[config.mk]
export PLATFORM = sky130hd
export DESIGN_NAME = dbmu_top
export DESIGN_NICKNAME = d
export VERILOG_FILES = /design/src/logic/dbmu_pkg.sv /design/src/logic/dbmu_top.sv
export SDC_FILE = /design/constraint.sdc
export NUM_CORES = 2
export LEC_CHECK = 0
export BUFFER_PORTS_ARGS = -buffer_cell sky130_fd_sc_hd__buf_2
export CAP_MARGIN = 20
export CELL_PAD_IN_SITES_DETAIL_PLACEMENT = 1
export CELL_PAD_IN_SITES_GLOBAL_PLACEMENT = 1
export CORE_ASPECT_RATIO = 1.2
export CORE_MARGIN = 5
export CORE_UTILIZATION = 55
export CTS_BUF_LIST = sky130_fd_sc_hd__clkbuf_8 sky130_fd_sc_hd__clkbuf_16
export DETAILED_ROUTE_END_ITERATION = 6
export GPL_TIMING_DRIVEN = 0
export PLACE_DENSITY = 0.86
export SLEW_MARGIN = 20
export SYNTH_ARGS = -nofsm -noshare
export SYNTH_HDL_FRONTEND = slang
export SYNTH_SLANG_ARGS = --single-unit
export TNS_END_PERCENT = 30
[constraint.sdc]
create_clock -name aclk -period 7.42 [get_ports aclk]
set_input_delay 1.113 -clock aclk [delete_from_list [all_inputs] [get_ports aclk]]
set_output_delay 1.113 -clock aclk [all_outputs]
set_load 0.02 [all_outputs]
[src/logic/dbmu_pkg.sv]
package dbmu_pkg;
  // packet format types
  localparam logic [3:0] FTYPE_DOORBELL = 4'hA;
  localparam logic [3:0] FTYPE_RESPONSE = 4'hD;
  // response status codes
  localparam logic [3:0] ST_DONE = 4'h0;
  localparam logic [3:0] ST_RETRY = 4'h3;
  localparam logic [3:0] ST_ERROR = 4'h7;
  // completion error codes
  localparam logic [1:0] ERR_NONE = 2'h0;
  localparam logic [1:0] ERR_RESP = 2'h1;
  localparam logic [1:0] ERR_TIMEOUT = 2'h2;
  // register byte offsets
  localparam int AW = 8;
  localparam logic [7:0] REG_RX_DATA = 8'h00;
  localparam logic [7:0] REG_RX_STATUS = 8'h04;
  localparam logic [7:0] REG_TX_CTRL = 8'h08;
  localparam logic [7:0] REG_TX_DOORBELL = 8'h0C;
  localparam logic [7:0] REG_TX_STATUS = 8'h10;
  localparam logic [7:0] REG_CMP_DATA = 8'h14;
  localparam logic [7:0] REG_CMP_STATUS = 8'h18;
  localparam logic [7:0] REG_CMP_CTRL = 8'h1C;
  localparam logic [7:0] REG_IRQ_STATUS = 8'h20;
  localparam logic [7:0] REG_IRQ_EN = 8'h24;
  // interrupt status bit positions, output masks and reset values
  localparam int IRQ_RX = 0;
  localparam int IRQ_CMP = 1;
  localparam int IRQ_TMO = 2;
  localparam int IRQ_UNEXP = 3;
  localparam logic [3:0] IRQ_DRB_MASK = 4'h3;
  localparam logic [3:0] IRQ_MNT_MASK = 4'hC;
  localparam logic [3:0] IRQ_RST = 4'h0;
  localparam logic [1:0] PRIO_RST = 2'h0;
  // bus responses
  localparam logic [1:0] RESP_OKAY = 2'h0;
  localparam logic [1:0] RESP_DECERR = 2'h3;
  // request expiry
  localparam int CLK_MHZ = 25;
  localparam int TMO_US = 1000;
  localparam int TMO_CYC = TMO_US * CLK_MHZ;

  typedef struct packed {
    logic [3:0] ftype;
    logic [1:0] prio;
    logic [7:0] node;
    logic [7:0] tid;
    logic [15:0] info;
    logic [3:0] status;
  } dbmu_pkt_t;
endpackage

[src/logic/dbmu_top.sv]
`timescale 1ns/100ps

// ======================================================
// simple synchronous fifo
module dbmu_fifo #(
  parameter int W = 8,
  parameter int D = 16
) (
  input wire logic clk,
  input wire logic rst_n,
  input wire logic push,
  input wire logic [W-1:0] din,
  input wire logic pop,
  output logic [W-1:0] dout,
  output logic full,
  output logic empty,
  output logic [$clog2(D+1)-1:0] level
);
  localparam int PW = $clog2(D);
  logic [W-1:0] mem [D];
  logic [PW-1:0] wp_r;
  logic [PW-1:0] rp_r;
  logic [$clog2(D+1)-1:0] cnt_r;
  assign dout = mem[rp_r];
  assign full = (cnt_r == D[$clog2(D+1)-1:0]);
  assign empty = (cnt_r == '0);
  assign level = cnt_r;
  always_ff @(posedge clk) begin
    if (push && !full) begin
      mem[wp_r] <= din;
    end
  end
  always_ff @(posedge clk) begin
    if (!rst_n) begin
      wp_r <= '0;
      rp_r <= '0;
      cnt_r <= '0;
    end else begin
      if (push && !full) begin
        wp_r <= PW'((wp_r + 1'b1) % D);
      end
      if (pop && !empty) begin
        rp_r <= PW'((rp_r + 1'b1) % D);
      end
      cnt_r <= cnt_r + (push && !full) - (pop && !empty);
    end
  end
endmodule

// ======================================================
// doorbell message unit
module dbmu_top #(
  parameter int OUT_DEPTH = 16,
  parameter int RX_DEPTH = 16,
  parameter int CMP_DEPTH = 16,
  parameter int ACK_SLOTS = 8,
  parameter int TMO_CYC = dbmu_pkg::TMO_CYC
) (
  input wire logic aclk,
  input wire logic aresetn,
  input wire logic s_axi_awvalid,
  output logic s_axi_awready,
  input wire logic [dbmu_pkg::AW-1:0] s_axi_awaddr,
  input wire logic s_axi_wvalid,
  output logic s_axi_wready,
  input wire logic [31:0] s_axi_wdata,
  input wire logic [3:0] s_axi_wstrb,
  output logic s_axi_bvalid,
  input wire logic s_axi_bready,
  output logic [1:0] s_axi_bresp,
  input wire logic s_axi_arvalid,
  output logic s_axi_arready,
  input wire logic [dbmu_pkg::AW-1:0] s_axi_araddr,
  output logic s_axi_rvalid,
  input wire logic s_axi_rready,
  output logic [31:0] s_axi_rdata,
  output logic [1:0] s_axi_rresp,
  output logic tx_pkt_valid,
  input wire logic tx_pkt_ready,
  output dbmu_pkg::dbmu_pkt_t tx_pkt,
  input wire logic rx_pkt_valid,
  output logic rx_pkt_ready,
  input wire dbmu_pkg::dbmu_pkt_t rx_pkt,
  output logic drbell_irq,
  output logic mnt_irq
);
  localparam int SW = $clog2(ACK_SLOTS);
  localparam int PKW = $bits(dbmu_pkg::dbmu_pkt_t);
  localparam int CW = 26;
  localparam int OLW = $clog2(OUT_DEPTH+1);
  localparam int RLW = $clog2(RX_DEPTH+1);
  localparam int CLW = $clog2(CMP_DEPTH+1);

  if (ACK_SLOTS < 2 || ACK_SLOTS > 256 || (1 << SW) != ACK_SLOTS || OUT_DEPTH < 2
      || RX_DEPTH > 255 || OUT_DEPTH > 255 || CMP_DEPTH > 255 || TMO_CYC < 1) begin : g_chk
    $error("dbmu_top: unsupported parameter values");
  end

  function automatic logic dbmu_mapped(input logic [dbmu_pkg::AW-1:0] a);
    dbmu_mapped = (a[1:0] == 2'h0) && (a <= dbmu_pkg::REG_IRQ_EN);
  endfunction

  // ======================================================
  // bus handshake, control, interrupt and transmit state
  logic awready_r, wready_r, bvalid_r, arready_r, rvalid_r;
  logic aw_full_r, w_full_r;
  logic [dbmu_pkg::AW-1:0] awaddr_r;
  logic [31:0] wdata_r;
  logic [3:0] wstrb_r;
  logic [1:0] bresp_r, rresp_r;
  logic [31:0] rdata_r;
  logic [1:0] prio_r;
  logic cap_en_r;
  logic [3:0] irq_st_r, irq_en_r, irq_st_nxt;
  logic drb_irq_r, mnt_irq_r;
  logic rx_ready_r, tx_valid_r;
  dbmu_pkg::dbmu_pkt_t tx_pkt_r;

  // fifo wiring
  logic out_push, out_full, out_empty;
  logic [PKW-1:0] out_din, out_dout;
  logic [OLW-1:0] out_level;
  logic tx_load, tx_req_load;
  logic rx_push, rx_pop, rx_full, rx_empty;
  logic [23:0] rx_dout;
  logic [RLW-1:0] rx_level;
  logic cmp_push, cmp_pop, cmp_full, cmp_empty;
  logic [CW-1:0] cmp_din, cmp_dout;
  logic [CLW-1:0] cmp_level;

  // acknowledge memory
  logic [ACK_SLOTS-1:0] ack_v_r;
  dbmu_pkg::dbmu_pkt_t ack_pkt_r [ACK_SLOTS];
  logic [31:0] ack_age_r [ACK_SLOTS];
  logic [SW-1:0] scan_r;

  wire aw_hs = s_axi_awvalid && awready_r;
  wire w_hs = s_axi_wvalid && wready_r;
  wire b_hs = bvalid_r && s_axi_bready;
  wire ar_hs = s_axi_arvalid && arready_r;
  wire r_hs = rvalid_r && s_axi_rready;

  // ======================================================
  // receive classification
  wire rx_take = rx_pkt_valid && rx_ready_r;
  wire rx_is_req = rx_pkt.ftype == dbmu_pkg::FTYPE_DOORBELL;
  wire rx_is_rsp = rx_pkt.ftype == dbmu_pkg::FTYPE_RESPONSE;
  wire [SW-1:0] rx_slot = rx_pkt.tid[SW-1:0];
  wire rx_tid_ok = (rx_pkt.tid >> SW) == 8'h00;
  wire rx_hit = rx_take && rx_is_rsp && rx_tid_ok && ack_v_r[rx_slot];
  wire rx_retry = rx_hit && rx_pkt.status == dbmu_pkg::ST_RETRY;
  wire rx_done = rx_hit && rx_pkt.status == dbmu_pkg::ST_DONE;
  wire rx_err = rx_hit && !rx_retry && !rx_done;
  wire rx_unexp = rx_take && rx_is_rsp && !(rx_tid_ok && ack_v_r[rx_slot]);
  wire rx_req = rx_take && rx_is_req;
  assign rx_push = rx_req && !rx_full;
  assign rx_pop = ar_hs && s_axi_araddr == dbmu_pkg::REG_RX_DATA;

  // ======================================================
  // doorbell write and output queue arbitration
  wire wr_is_db = awaddr_r == dbmu_pkg::REG_TX_DOORBELL;
  // a full queue leaves the write parked with no bresp; reads stay blocked meanwhile
  wire do_wr = aw_full_r && w_full_r && !(wr_is_db && (out_full || rx_take));
  wire db_wr = do_wr && wr_is_db;
  dbmu_pkg::dbmu_pkt_t rsp_pkt, req_pkt;
  always_comb begin
    rsp_pkt = '0;
    rsp_pkt.ftype = dbmu_pkg::FTYPE_RESPONSE;
    rsp_pkt.prio = rx_pkt.prio;
    rsp_pkt.node = rx_pkt.node;
    rsp_pkt.tid = rx_pkt.tid;
    rsp_pkt.status = rx_full ? dbmu_pkg::ST_RETRY : dbmu_pkg::ST_DONE;
    req_pkt = '0;
    req_pkt.ftype = dbmu_pkg::FTYPE_DOORBELL;
    req_pkt.prio = prio_r;
    req_pkt.node = wdata_r[23:16];
    req_pkt.info = wdata_r[15:0];
  end
  // responses, resends and new requests share the one queue
  assign out_push = rx_req || rx_retry || db_wr;
  assign out_din = rx_req ? rsp_pkt : (rx_retry ? ack_pkt_r[rx_slot] : req_pkt);

  dbmu_fifo #(.W(PKW), .D(OUT_DEPTH)) u_out (
    .clk(aclk), .rst_n(aresetn), .push(out_push), .din(out_din), .pop(tx_load),
    .dout(out_dout), .full(out_full), .empty(out_empty), .level(out_level)
  );
  dbmu_fifo #(.W(24), .D(RX_DEPTH)) u_rx (
    .clk(aclk), .rst_n(aresetn), .push(rx_push), .din({rx_pkt.node, rx_pkt.info}),
    .pop(rx_pop), .dout(rx_dout), .full(rx_full), .empty(rx_empty), .level(rx_level)
  );
  dbmu_fifo #(.W(CW), .D(CMP_DEPTH)) u_cmp (
    .clk(aclk), .rst_n(aresetn), .push(cmp_push), .din(cmp_din), .pop(cmp_pop),
    .dout(cmp_dout), .full(cmp_full), .empty(cmp_empty), .level(cmp_level)
  );

  // ======================================================
  // transmit hand-off and slot allocation
  dbmu_pkg::dbmu_pkt_t head;
  logic free_any;
  logic [SW-1:0] free_idx;
  always_comb begin
    head = out_dout;
    free_any = 1'b0;
    free_idx = '0;
    for (int i = ACK_SLOTS - 1; i >= 0; i--) begin
      if (!ack_v_r[i]) begin
        free_any = 1'b1;
        free_idx = SW'(i);
      end
    end
  end
  wire head_req = head.ftype == dbmu_pkg::FTYPE_DOORBELL;
  // a request waits at the head until a slot frees so its id stays unique
  assign tx_load = !out_empty && (!tx_valid_r || tx_pkt_ready) && (!head_req || free_any);
  assign tx_req_load = tx_load && head_req;

  always_ff @(posedge aclk) begin
    if (!aresetn) begin
      tx_valid_r <= 1'b0;
      tx_pkt_r <= '0;
    end else if (tx_load) begin
      tx_valid_r <= 1'b1;
      tx_pkt_r <= head;
      if (head_req) begin
        tx_pkt_r.tid <= 8'(free_idx);
      end
    end else if (tx_pkt_ready) begin
      tx_valid_r <= 1'b0;
    end
  end

  // ======================================================
  // expiry scan and completion queue
  wire tmo_hit = ack_v_r[scan_r] && ack_age_r[scan_r] >= 32'(TMO_CYC) && !cmp_full
      && !(rx_hit && rx_slot == scan_r) && !(rx_done && cap_en_r) && !rx_err;
  dbmu_pkg::dbmu_pkt_t cmp_src;
  assign cmp_src = tmo_hit ? ack_pkt_r[scan_r] : ack_pkt_r[rx_slot];
  assign cmp_push = (rx_done && cap_en_r) || rx_err || tmo_hit;
  assign cmp_din = {tmo_hit ? dbmu_pkg::ERR_TIMEOUT :
      (rx_err ? dbmu_pkg::ERR_RESP : dbmu_pkg::ERR_NONE), cmp_src.node, cmp_src.info};
  assign cmp_pop = ar_hs && s_axi_araddr == dbmu_pkg::REG_CMP_DATA;

  always_ff @(posedge aclk) begin
    if (!aresetn) begin
      ack_v_r <= '0;
      scan_r <= '0;
    end else begin
      scan_r <= scan_r + 1'b1;
      for (int i = 0; i < ACK_SLOTS; i++) begin
        if (tx_req_load && free_idx == SW'(i)) begin
          ack_v_r[i] <= 1'b1;
        end else if ((rx_hit && rx_slot == SW'(i)) || (tmo_hit && scan_r == SW'(i))) begin
          ack_v_r[i] <= 1'b0;
        end
      end
    end
  end

  always_ff @(posedge aclk) begin
    for (int i = 0; i < ACK_SLOTS; i++) begin
      if (tx_req_load && free_idx == SW'(i)) begin
        ack_pkt_r[i] <= head;
        ack_pkt_r[i].tid <= 8'(free_idx);
        ack_age_r[i] <= '0;
      end else if (ack_v_r[i] && ack_age_r[i] < 32'(TMO_CYC)) begin
        ack_age_r[i] <= ack_age_r[i] + 1'b1;
      end
    end
  end

  // room for one more push next cycle on both queues
  always_ff @(posedge aclk) begin
    if (!aresetn) begin
      rx_ready_r <= 1'b0;
    end else begin
      rx_ready_r <= (int'(out_level) + 2 <= OUT_DEPTH) && (int'(cmp_level) + 2 <= CMP_DEPTH);
    end
  end

  // ======================================================
  // interrupt status
  always_comb begin
    irq_st_nxt = irq_st_r;
    if (do_wr && awaddr_r == dbmu_pkg::REG_IRQ_STATUS && wstrb_r[0]) begin
      irq_st_nxt = irq_st_nxt & ~wdata_r[3:0];
    end
    if (rx_empty) begin
      irq_st_nxt[dbmu_pkg::IRQ_RX] = 1'b0;
    end
    if (cmp_empty) begin
      irq_st_nxt[dbmu_pkg::IRQ_CMP] = 1'b0;
    end
    // set wins over every clear in the same cycle
    if (rx_push) begin
      irq_st_nxt[dbmu_pkg::IRQ_RX] = 1'b1;
    end
    if (rx_done || rx_err) begin
      irq_st_nxt[dbmu_pkg::IRQ_CMP] = 1'b1;
    end
    if (tmo_hit) begin
      irq_st_nxt[dbmu_pkg::IRQ_TMO] = 1'b1;
    end
    if (rx_unexp) begin
      irq_st_nxt[dbmu_pkg::IRQ_UNEXP] = 1'b1;
    end
  end

  always_ff @(posedge aclk) begin
    if (!aresetn) begin
      irq_st_r <= dbmu_pkg::IRQ_RST;
      drb_irq_r <= 1'b0;
      mnt_irq_r <= 1'b0;
    end else begin
      irq_st_r <= irq_st_nxt;
      drb_irq_r <= |(irq_st_r & irq_en_r & dbmu_pkg::IRQ_DRB_MASK);
      mnt_irq_r <= |(irq_st_r & irq_en_r & dbmu_pkg::IRQ_MNT_MASK);
    end
  end

  // ======================================================
  // control registers
  always_ff @(posedge aclk) begin
    if (!aresetn) begin
      prio_r <= dbmu_pkg::PRIO_RST;
      cap_en_r <= 1'b0;
      irq_en_r <= dbmu_pkg::IRQ_RST;
    end else if (do_wr && wstrb_r[0]) begin
      unique case (awaddr_r)
        dbmu_pkg::REG_TX_CTRL: prio_r <= wdata_r[1:0];
        dbmu_pkg::REG_CMP_CTRL: cap_en_r <= wdata_r[0];
        dbmu_pkg::REG_IRQ_EN: irq_en_r <= wdata_r[3:0];
        default: prio_r <= prio_r;
      endcase
    end
  end

  // ======================================================
  // bus write channel
  always_ff @(posedge aclk) begin
    if (!aresetn) begin
      awready_r <= 1'b0;
      wready_r <= 1'b0;
      aw_full_r <= 1'b0;
      w_full_r <= 1'b0;
      bvalid_r <= 1'b0;
      bresp_r <= dbmu_pkg::RESP_OKAY;
      awaddr_r <= '0;
      wdata_r <= '0;
      wstrb_r <= '0;
    end else begin
      if (aw_hs) begin
        aw_full_r <= 1'b1;
        awaddr_r <= s_axi_awaddr;
        awready_r <= 1'b0;
      end else if (!aw_full_r && !bvalid_r) begin
        awready_r <= 1'b1;
      end
      if (w_hs) begin
        w_full_r <= 1'b1;
        wdata_r <= s_axi_wdata;
        wstrb_r <= s_axi_wstrb;
        wready_r <= 1'b0;
      end else if (!w_full_r && !bvalid_r) begin
        wready_r <= 1'b1;
      end
      if (do_wr) begin
        aw_full_r <= 1'b0;
        w_full_r <= 1'b0;
        bvalid_r <= 1'b1;
        bresp_r <= dbmu_mapped(awaddr_r) ? dbmu_pkg::RESP_OKAY : dbmu_pkg::RESP_DECERR;
      end else if (b_hs) begin
        bvalid_r <= 1'b0;
      end
    end
  end

  // ======================================================
  // bus read channel; held off while any write is in progress
  wire wr_busy = aw_full_r || w_full_r || aw_hs || w_hs;
  always_ff @(posedge aclk) begin
    if (!aresetn) begin
      arready_r <= 1'b0;
      rvalid_r <= 1'b0;
      rdata_r <= '0;
      rresp_r <= dbmu_pkg::RESP_OKAY;
    end else begin
      arready_r <= !ar_hs && !(rvalid_r && !s_axi_rready) && !wr_busy;
      if (ar_hs) begin
        rvalid_r <= 1'b1;
        rresp_r <= dbmu_mapped(s_axi_araddr) ? dbmu_pkg::RESP_OKAY : dbmu_pkg::RESP_DECERR;
        unique case (s_axi_araddr)
          dbmu_pkg::REG_RX_DATA: rdata_r <= rx_empty ? 32'h0 : {8'h00, rx_dout};
          dbmu_pkg::REG_RX_STATUS: rdata_r <= 32'(rx_level);
          dbmu_pkg::REG_TX_CTRL: rdata_r <= {30'h0, prio_r};
          dbmu_pkg::REG_TX_STATUS: rdata_r <= 32'(out_level);
          dbmu_pkg::REG_CMP_DATA: rdata_r <= cmp_empty ? 32'h0 : {6'h00, cmp_dout};
          dbmu_pkg::REG_CMP_STATUS: rdata_r <= {22'h0, cmp_dout[CW-1 -: 2], 8'(cmp_level)};
          dbmu_pkg::REG_CMP_CTRL: rdata_r <= {31'h0, cap_en_r};
          dbmu_pkg::REG_IRQ_STATUS: rdata_r <= {28'h0, irq_st_r};
          dbmu_pkg::REG_IRQ_EN: rdata_r <= {28'h0, irq_en_r};
          default: rdata_r <= 32'h0;
        endcase
      end else if (r_hs) begin
        rvalid_r <= 1'b0;
      end
    end
  end

  assign s_axi_awready = awready_r;
  assign s_axi_wready = wready_r;
  assign s_axi_bvalid = bvalid_r;
  assign s_axi_bresp = bresp_r;
  assign s_axi_arready = arready_r;
  assign s_axi_rvalid = rvalid_r;
  assign s_axi_rdata = rdata_r;
  assign s_axi_rresp = rresp_r;
  assign tx_pkt_valid = tx_valid_r;
  assign tx_pkt = tx_pkt_r;
  assign rx_pkt_ready = rx_ready_r;
  assign drbell_irq = drb_irq_r;
  assign mnt_irq = mnt_irq_r;
endmodule

**Word-level counts from Yosys, hierarchy flattened**

Memory sizes are Yosys's and may differ from the RTL's. A register that Yosys moved wholly into a read port is not among the register bits.
Cells that the tools add are included.

- Memory bits (read-only): 0
- Bits in latches: 0
- Input port bits: 103
- Flip-flop bits (word level): 183
- Word-level logic and storage cells: 469
- Memory bits (writable): 2064
- Memories kept: 5
- Output and inout bits: 87

- Multipliers: 0
- Bitwise gates (word level): 20
- Equal/unequal tests: 42
- Divide/modulo/power cells: 0
- $lt $le $gt $ge: 15
- Muxes and demuxes: 152
- Reductions and logical operators: 164
- Add/sub/neg operators: 23
- Shifts and indexed selects: 0

Memories:

| name | depth | width | rd ports | clocked after memory_dff | write ports | line | RTL |
|---|---|---|---|---|---|---|---|
| u_out.mem | 16 | 42 | 1 | 1 | 1 | dbmu_top.sv:20 | `logic [W-1:0] mem [D];` |
| u_cmp.mem | 16 | 26 | 1 | 1 | 1 | dbmu_top.sv:20 |  |
| u_rx.mem | 16 | 24 | 1 | 1 | 1 | dbmu_top.sv:20 |  |
| ack_pkt_r | 8 | 42 | 2 | 1 | 1 | dbmu_top.sv:133 | `dbmu_pkg::dbmu_pkt_t ack_pkt_r [ACK_SLOTS];` |
| ack_age_r | 8 | 32 | 9 | 1 | 8 | dbmu_top.sv:134 | `logic [31:0] ack_age_r [ACK_SLOTS];` |

Operators with widths:

| cell | number |
|---|---|
| 2-to-1 mux 42 bit | 9 |
| OR reduction 42 bit | 7 |
| adder 32 x 1 -> 32 bit, second input constant | 8 |
| less-than comparator 32 x 15 -> 1 bit, second input constant | 8 |
| 2-to-1 mux 32 bit | 8 |
| one-hot mux 26 bit (9 select lines) | 1 |
| 2-to-1 mux 1 bit | 85 |
| logical AND 1 bit | 82 |
| 2-to-1 mux 8 bit | 9 |
| 2-to-1 mux 3 bit | 17 |
| equality test 8 x 5 -> 1 bit, second input constant | 5 |
| equality test 3 bit, second input constant | 12 |
| 2-to-1 mux 36 bit | 1 |
| equality test 8 x 6 -> 1 bit, second input constant | 4 |
| greater-or-equal comparator 32 x 15 -> 1 bit, second input constant | 1 |
| 2-to-1 mux 4 bit | 7 |
| 2-to-1 mux 26 bit | 1 |
| nonzero test 2 bit | 13 |
| adder 4 x 1 -> 4 bit, second input constant | 6 |
| equality test 8 x 4 -> 1 bit, second input constant | 3 |
| 2-to-1 mux 24 bit | 1 |
| logical NOT 1 bit | 22 |
| 2-to-1 mux 2 bit | 11 |
| logical OR 1 bit | 19 |
| other kinds (27) | 76 |

**Depth between registers and ports, before layout**

- Depth after elaboration: 23
- Depth in mapped cells: 21

**Modules after synthesis**

From an unflattened synthesis, not the netlist that was laid out.

- Cells, all modules: 4820
- Area, all modules: 88682.6 um^2

By module, submodules not included:

| module | times used | area each (um^2) | cells an instance |
|---|---|---|---|
| dbmu_top | 1 | 30641.9 | 2234 |
| dbmu_fifo at u_out | 1 | 26055.0 | 1138 |
| dbmu_fifo at u_cmp | 1 | 16696.0 | 748 |
| dbmu_fifo at u_rx | 1 | 15289.7 | 700 |

**Worst setup path before layout**

No wires, ideal clock.

- Path kind: input to register
- Start: input port rx_pkt[23] (netlist bit)
- End: memory u_out.mem[3][0] (netlist bit) (enable)
- Setup time: 0.493 ns
- Data required time: 6.927 ns
- Stages: 7
- Path buffers: 0
- Data arrival time: 5.920 ns
- Path slack: 1.007 ns
- Path through: or4_1 > a311o_1 > nor4_1 > nand2_1 > a31oi_4 > nand2_1 > nor3_1

- Cells in the longest elaborated chain, start to end: 9

Ends and longest elaborated chain:

| item | line | RTL |
|---|---|---|
| start: declaration | dbmu_top.sv:83 | `input wire dbmu_pkg::dbmu_pkt_t rx_pkt,` |
| logical NOT 8 bit | dbmu_top.sv:149 | `wire rx_tid_ok = (rx_pkt.tid >> SW) == 8'h00;` |
| logical AND 1 bit (2 in a row) | dbmu_top.sv:150 | `wire rx_hit = rx_take && rx_is_rsp && rx_tid_ok && ack_v_r[rx_slot];` |
| logical AND 1 bit | dbmu_top.sv:151 | `wire rx_retry = rx_hit && rx_pkt.status == dbmu_pkg::ST_RETRY;` |
| logical OR 1 bit (2 in a row) | dbmu_top.sv:180 | `assign out_push = rx_req \|\| rx_retry \|\| db_wr;` |
| logical AND 1 bit | dbmu_top.sv:29 | `if (push && !full) begin` |
| 2-to-1 mux 1 bit | dbmu_top.sv:29 |  |
| 2-to-1 mux 1 bit (not written as such) | dbmu_top.sv:30 | `mem[wp_r] <= din;` |
| end: declaration | dbmu_top.sv:20 |  |

Every way passes these cells.

**Final worst setup path**

- Start: register rx_ready_r (netlist: rx_pkt_ready)
- End: memory u_out.mem[1][11] (netlist bit) (enable)

- Cells in the longest elaborated chain, start to end: 10
- Elaborated cells between the ends (all ways): 16

Ends and longest elaborated chain:

| item | line | RTL |
|---|---|---|
| start: declaration | dbmu_top.sv:116 | `logic rx_ready_r, tx_valid_r;` |
| start signal: assignment | dbmu_top.sv:276 | `rx_ready_r <= (int'(out_level) + 2 <= OUT_DEPTH) && (int'(cmp_level) + 2 <= CMP_DEPTH);` |
| logical AND 1 bit * | dbmu_top.sv:145 | `wire rx_take = rx_pkt_valid && rx_ready_r;` |
| logical AND 1 bit / logical OR 1 bit (equally long branches) | dbmu_top.sv:150, dbmu_top.sv:163 |  |
| logical AND 1 bit, on equally long branches | dbmu_top.sv:150, dbmu_top.sv:163 |  |
| logical AND 1 bit / logical NOT 1 bit (equally long branches) | dbmu_top.sv:150, dbmu_top.sv:163 |  |
| logical AND 1 bit, on equally long branches | dbmu_top.sv:151, dbmu_top.sv:163 |  |
| logical OR 1 bit / logical AND 1 bit (equally long branches) | dbmu_top.sv:180, dbmu_top.sv:164 |  |
| logical OR 1 bit * | dbmu_top.sv:180 |  |
| logical AND 1 bit * | dbmu_top.sv:29 |  |
| 2-to-1 mux 1 bit * | dbmu_top.sv:29 |  |
| 2-to-1 mux 1 bit (not written as such) * | dbmu_top.sv:30 |  |

Mark *: on every way between the ends. The rest lies on a longest branch, timed or not.

==> key figures <==
Global routing
  • GRT met1 Usage: 0.415
  • Number of global-route vias before repair: 56.4k
  • GR Util met3: 0.0806
  • Number of antenna violations at the first check in global routing: 24
  • Met2 GRT Util: 0.557
  • Largest net degree at the start of global routing: 38
  • Most utilized layer in the global route result: met2
  • Residual overflow from global routing: 0
  • First-pass GRT wire length: 417,000 um
  • Global router's overall resource usage: 0.344

Route
  • DRT iter0 DRCs: 8,291
  • DRC Markers: 0
  • Final ANT Viol Nets: 0
  • Number of iterations in the first detailed-routing pass: 6
  • Total Routed Length: 296,000 um
  • Via Count: 54.2k
  • Via count normalized by instance count: 7.01
  • WL/cell: 38.3 um

Critical path
  • Category of the most critical setup path: register to register
  • Maximum fanout count along the critical path: 9
  • Critical path data arrival time: 6.67 ns
  • Critical path data required time: 7.95 ns
  • Worst flop-to-flop path startpoint: rx_pkt_ready
  • Critical Path Source Type: register
  • Capture instance of the worst register-to-register path: u_out.mem[1][11]
  • Reg2Reg Depth: 12
  • Worst reg-to-reg setup slack: 1.29 ns
  • Type of destination of the critical path: register

Floorplan
  • Total die area: 0.169 mm^2
  • Standard-cell row count: 161
  • Die X: 376 um
  • Placeable core area: 0.160 mm^2
  • Initial Util: 0.553
  • Die outline height: 449 um
  • Number of placed I/O pins: 190

Timing
  • Maximum clock rate: 163 MHz
  • Final setup vio count: 0
  • Pin slew with the least headroom to its limit: 1.40 ns
  • Total negative slack for setup checks: 0 ns
  • Relative slew margins: 0.0657
  • Post-route worst hold slack: 0.471 ns
  • Number of slew-limit violations in the final report: 0
  • Post-route worst setup slack: 1.29 ns
  • Setup skew after layout: 0.0769 ns
  • Post-route clock period utilization: 0.827
  • Setup repair after global routing missed its margin: false
  • Final period demand of the worst path: 6.13 ns
  • Final-report hold violation count: 0

Synthesis
  • Ys flop type: edfxtp_1
  • Warnings from Yosys: 0
  • Number of synthesized register bits: 2,216
  • Mapped Avg Cell Area: 18.6 um^2
  • Mapped Cells: 4,756
  • Library cells used by synthesis: 76
  • Async set-reset flop share out of synthesis: 0
  • Combined area of all synthesized cells: 0.0885 mm^2
  • Count of flip-flops with a built-in enable after synthesis: 2,024
  • Sequential area share after synthesis: 0.730

Min path
  • Type of the most critical hold path: register to register
  • Number of cells traversed by the worst hold path: 1
  • Hold Path Origin: ack_pkt_r[4][26]
  • End point of the most critical hold path: ack_pkt_r[4][26]

Pwr
  • Power Density: 280 mW/mm^2
  • Combinational cell fraction of total power: 0.126
  • Switch share: 0.265
  • Sequential Power Share: 0.495
  • Overall power of the completed layout: 28.6 mW
  • Clock Power Share: 0.379
  • Reported net switching power: 7.58 mW
  • Leakage: 33.4 nW
  • Internal Pwr Total: 21.0 mW
  • Peak supply drop: 0.261 mV

Layout
  • Layout net count: 5,581
  • Fraction of layout cells with a size suffix above 1: 0.244
  • Most common library cell in the layout ignoring fill and taps: edfxtp_1
  • Signed area change from the synthesized netlist to the final layout: 15.2%
  • Most frequent cells in the layout: 2,024 x edfxtp_1, 549 x mux4_2, 276 x nor2_1, 256 x nand2_1, 211 x clkbuf_16

Placed design
  • Count of port buffers added during placement: 170
  • Dpl ws: 1.06 ns
  • Detail Placement HPWL: 181,000 um
  • Placer congestion estimate: 0.853

CTS
  • Post-CTS setup buffers: 0
  • # H-tree levels: 4
  • Number of clock sinks seen by CTS: 2,216
  • Post-cts gate resize count: 0
  • Worst-path clk slew: 0.07 ns
  • Number of CTS-inserted buffers: 205
  • Source-to-sink clock delay at the later pin of the worst-skew pair: 0.90 ns
  • Clock Root Buffer: clkbuf_16
  • Clock tree from TritonCTS: done
  • Maximum buffer depth of the clock tree: 3
  • Cts hold-fix bufs: 0

Outcome
  • Run status: complete, no violations

Run
  • Max Cap Viol: 0
[cell type report]
type | count | area (um^2)
fill | 13500 | 58200
multi-input combinational | 2365 | 23600
clock buffer | 221 | 5420
clock inverter | 164 | 1250
timing repair buffer | 316 | 3010
sequential | 2216 | 64600
buffer | 252 | 1080
inverter | 66 | 255
tap | 2119 | 2650
antenna | 14 | 35.0
[cells by family (layout without fill, tap and decap cells)]
family	count (synthesis)	count (layout)	synth area share
other cells	1	158	0.0000424
flops	2216	2216	0.730
mux	692	692	0.156
buf+inv	318	1019	0.0147
xor+xnor	120	120	0.0119
fa+ha+maj	56	56	0.00817
simple gates	936	936	0.0493
compound gates	417	417	0.0297
[sequential cells by signal, summed over array words and instances (netlist names), 5 cells and up, named ones only]
| signal | count |
|---|---|
| u_out.mem | 672 |
| u_cmp.mem | 416 |
| u_rx.mem | 384 |
| ack_pkt_r | 301 |
| ack_age_r | 256 |
| tx_pkt | 42 |
| s_axi_rdata | 26 |
| wdata_r | 24 |
| ack_v_r | 8 |
| awaddr_r | 8 |
| u_cmp.level | 5 |
| u_out.level | 5 |
| u_rx.level | 5 |
[how the worst max path moves through the flow]
stage,end,startpoint
finish,u_out.mem[1][11],rx_pkt_ready
global route,u_out.level[4],register
CTS,u_out.level[4],register
detailed placement,u_out.mem[1][11],rx_pkt[23]
global placement,u_out.mem[2][12],rx_pkt[23]
floorplan,u_out.mem[3][0],rx_pkt[23]
[synth_stat cells, types with 21 or more instances]
| master | number | area (um^2) |
|---|---|---|
| edfxtp_1 | 2024 | 60800 |
| mux4_2 | 549 | 12400 |
| nor2_1 | 305 | 1140 |
| nand2_1 | 262 | 983 |
| dfxtp_1 | 192 | 3840 |
| a21oi_1 | 173 | 866 |
| clkbuf_1 | 155 | 582 |
| mux2i_1 | 142 | 1420 |
| xor2_1 | 73 | 639 |
| nand3_1 | 72 | 360 |
| inv_1 | 62 | 233 |
| a211oi_1 | 60 | 450 |
| o21ai_0 | 54 | 270 |
| ha_1 | 53 | 663 |
| buf_1 | 47 | 176 |
| nor2b_1 | 47 | 294 |
| xnor2_1 | 47 | 412 |
| nor3_1 | 45 | 225 |
| nor4_1 | 43 | 269 |
| and3_1 | 41 | 257 |
| buf_2 | 35 | 175 |
| a22oi_1 | 32 | 240 |
| nand4_1 | 28 | 175 |
| and2_1 | 24 | 150 |
| or3_1 | 21 | 131 |
[power by group through the flow]
stage | registers, mW | clock network, mW | logic [mW]
finish | 14.1 | 10.8 | 3.60
global route | 14.1 | 11.5 | 3.68
CTS | 14.1 | 10.8 | 3.48
detailed placement | 14.4 | 0 | 3.34
global placement | 14.4 | 0 | 3.10
floorplan | 14.4 | 0 | 1.91
[critical path: stages, from the launching register on]
cell      delay, ns
dfxtp_1        0.64
and3_1         0.30
nand4b_1       0.66
nor4_1         0.89
nand2_1        0.47
a31oi_4        0.55
nand2_1        0.38
nor3_2         0.60
buf_4          0.33
buf_4          0.23
buf_4          0.23
buf_4          0.23
buf_4          0.23
[layer usage]
layer / part of all wire / wire [um]
met5: 0.00031 / 92
met1: 0.32 / 93600
met4: 0.082 / 24300
met2: 0.49 / 144000
met3: 0.12 / 34400
[metrics by stage]
| step | util | cell area, um^2 | std cells |
|---|---|---|---|
| floorplan | - | 89000 | 4899 |
| global placement | 0.578 | 92500 | 7188 |
| detailed placement | 0.594 | 95100 | 7324 |
| CTS | 0.635 | 102000 | 7709 |
| global route | 0.636 | 102000 | 7725 |
| finish | 0.637 | 102000 | 7733 |
Note: power is estimated with default switching activity, not from simulation.
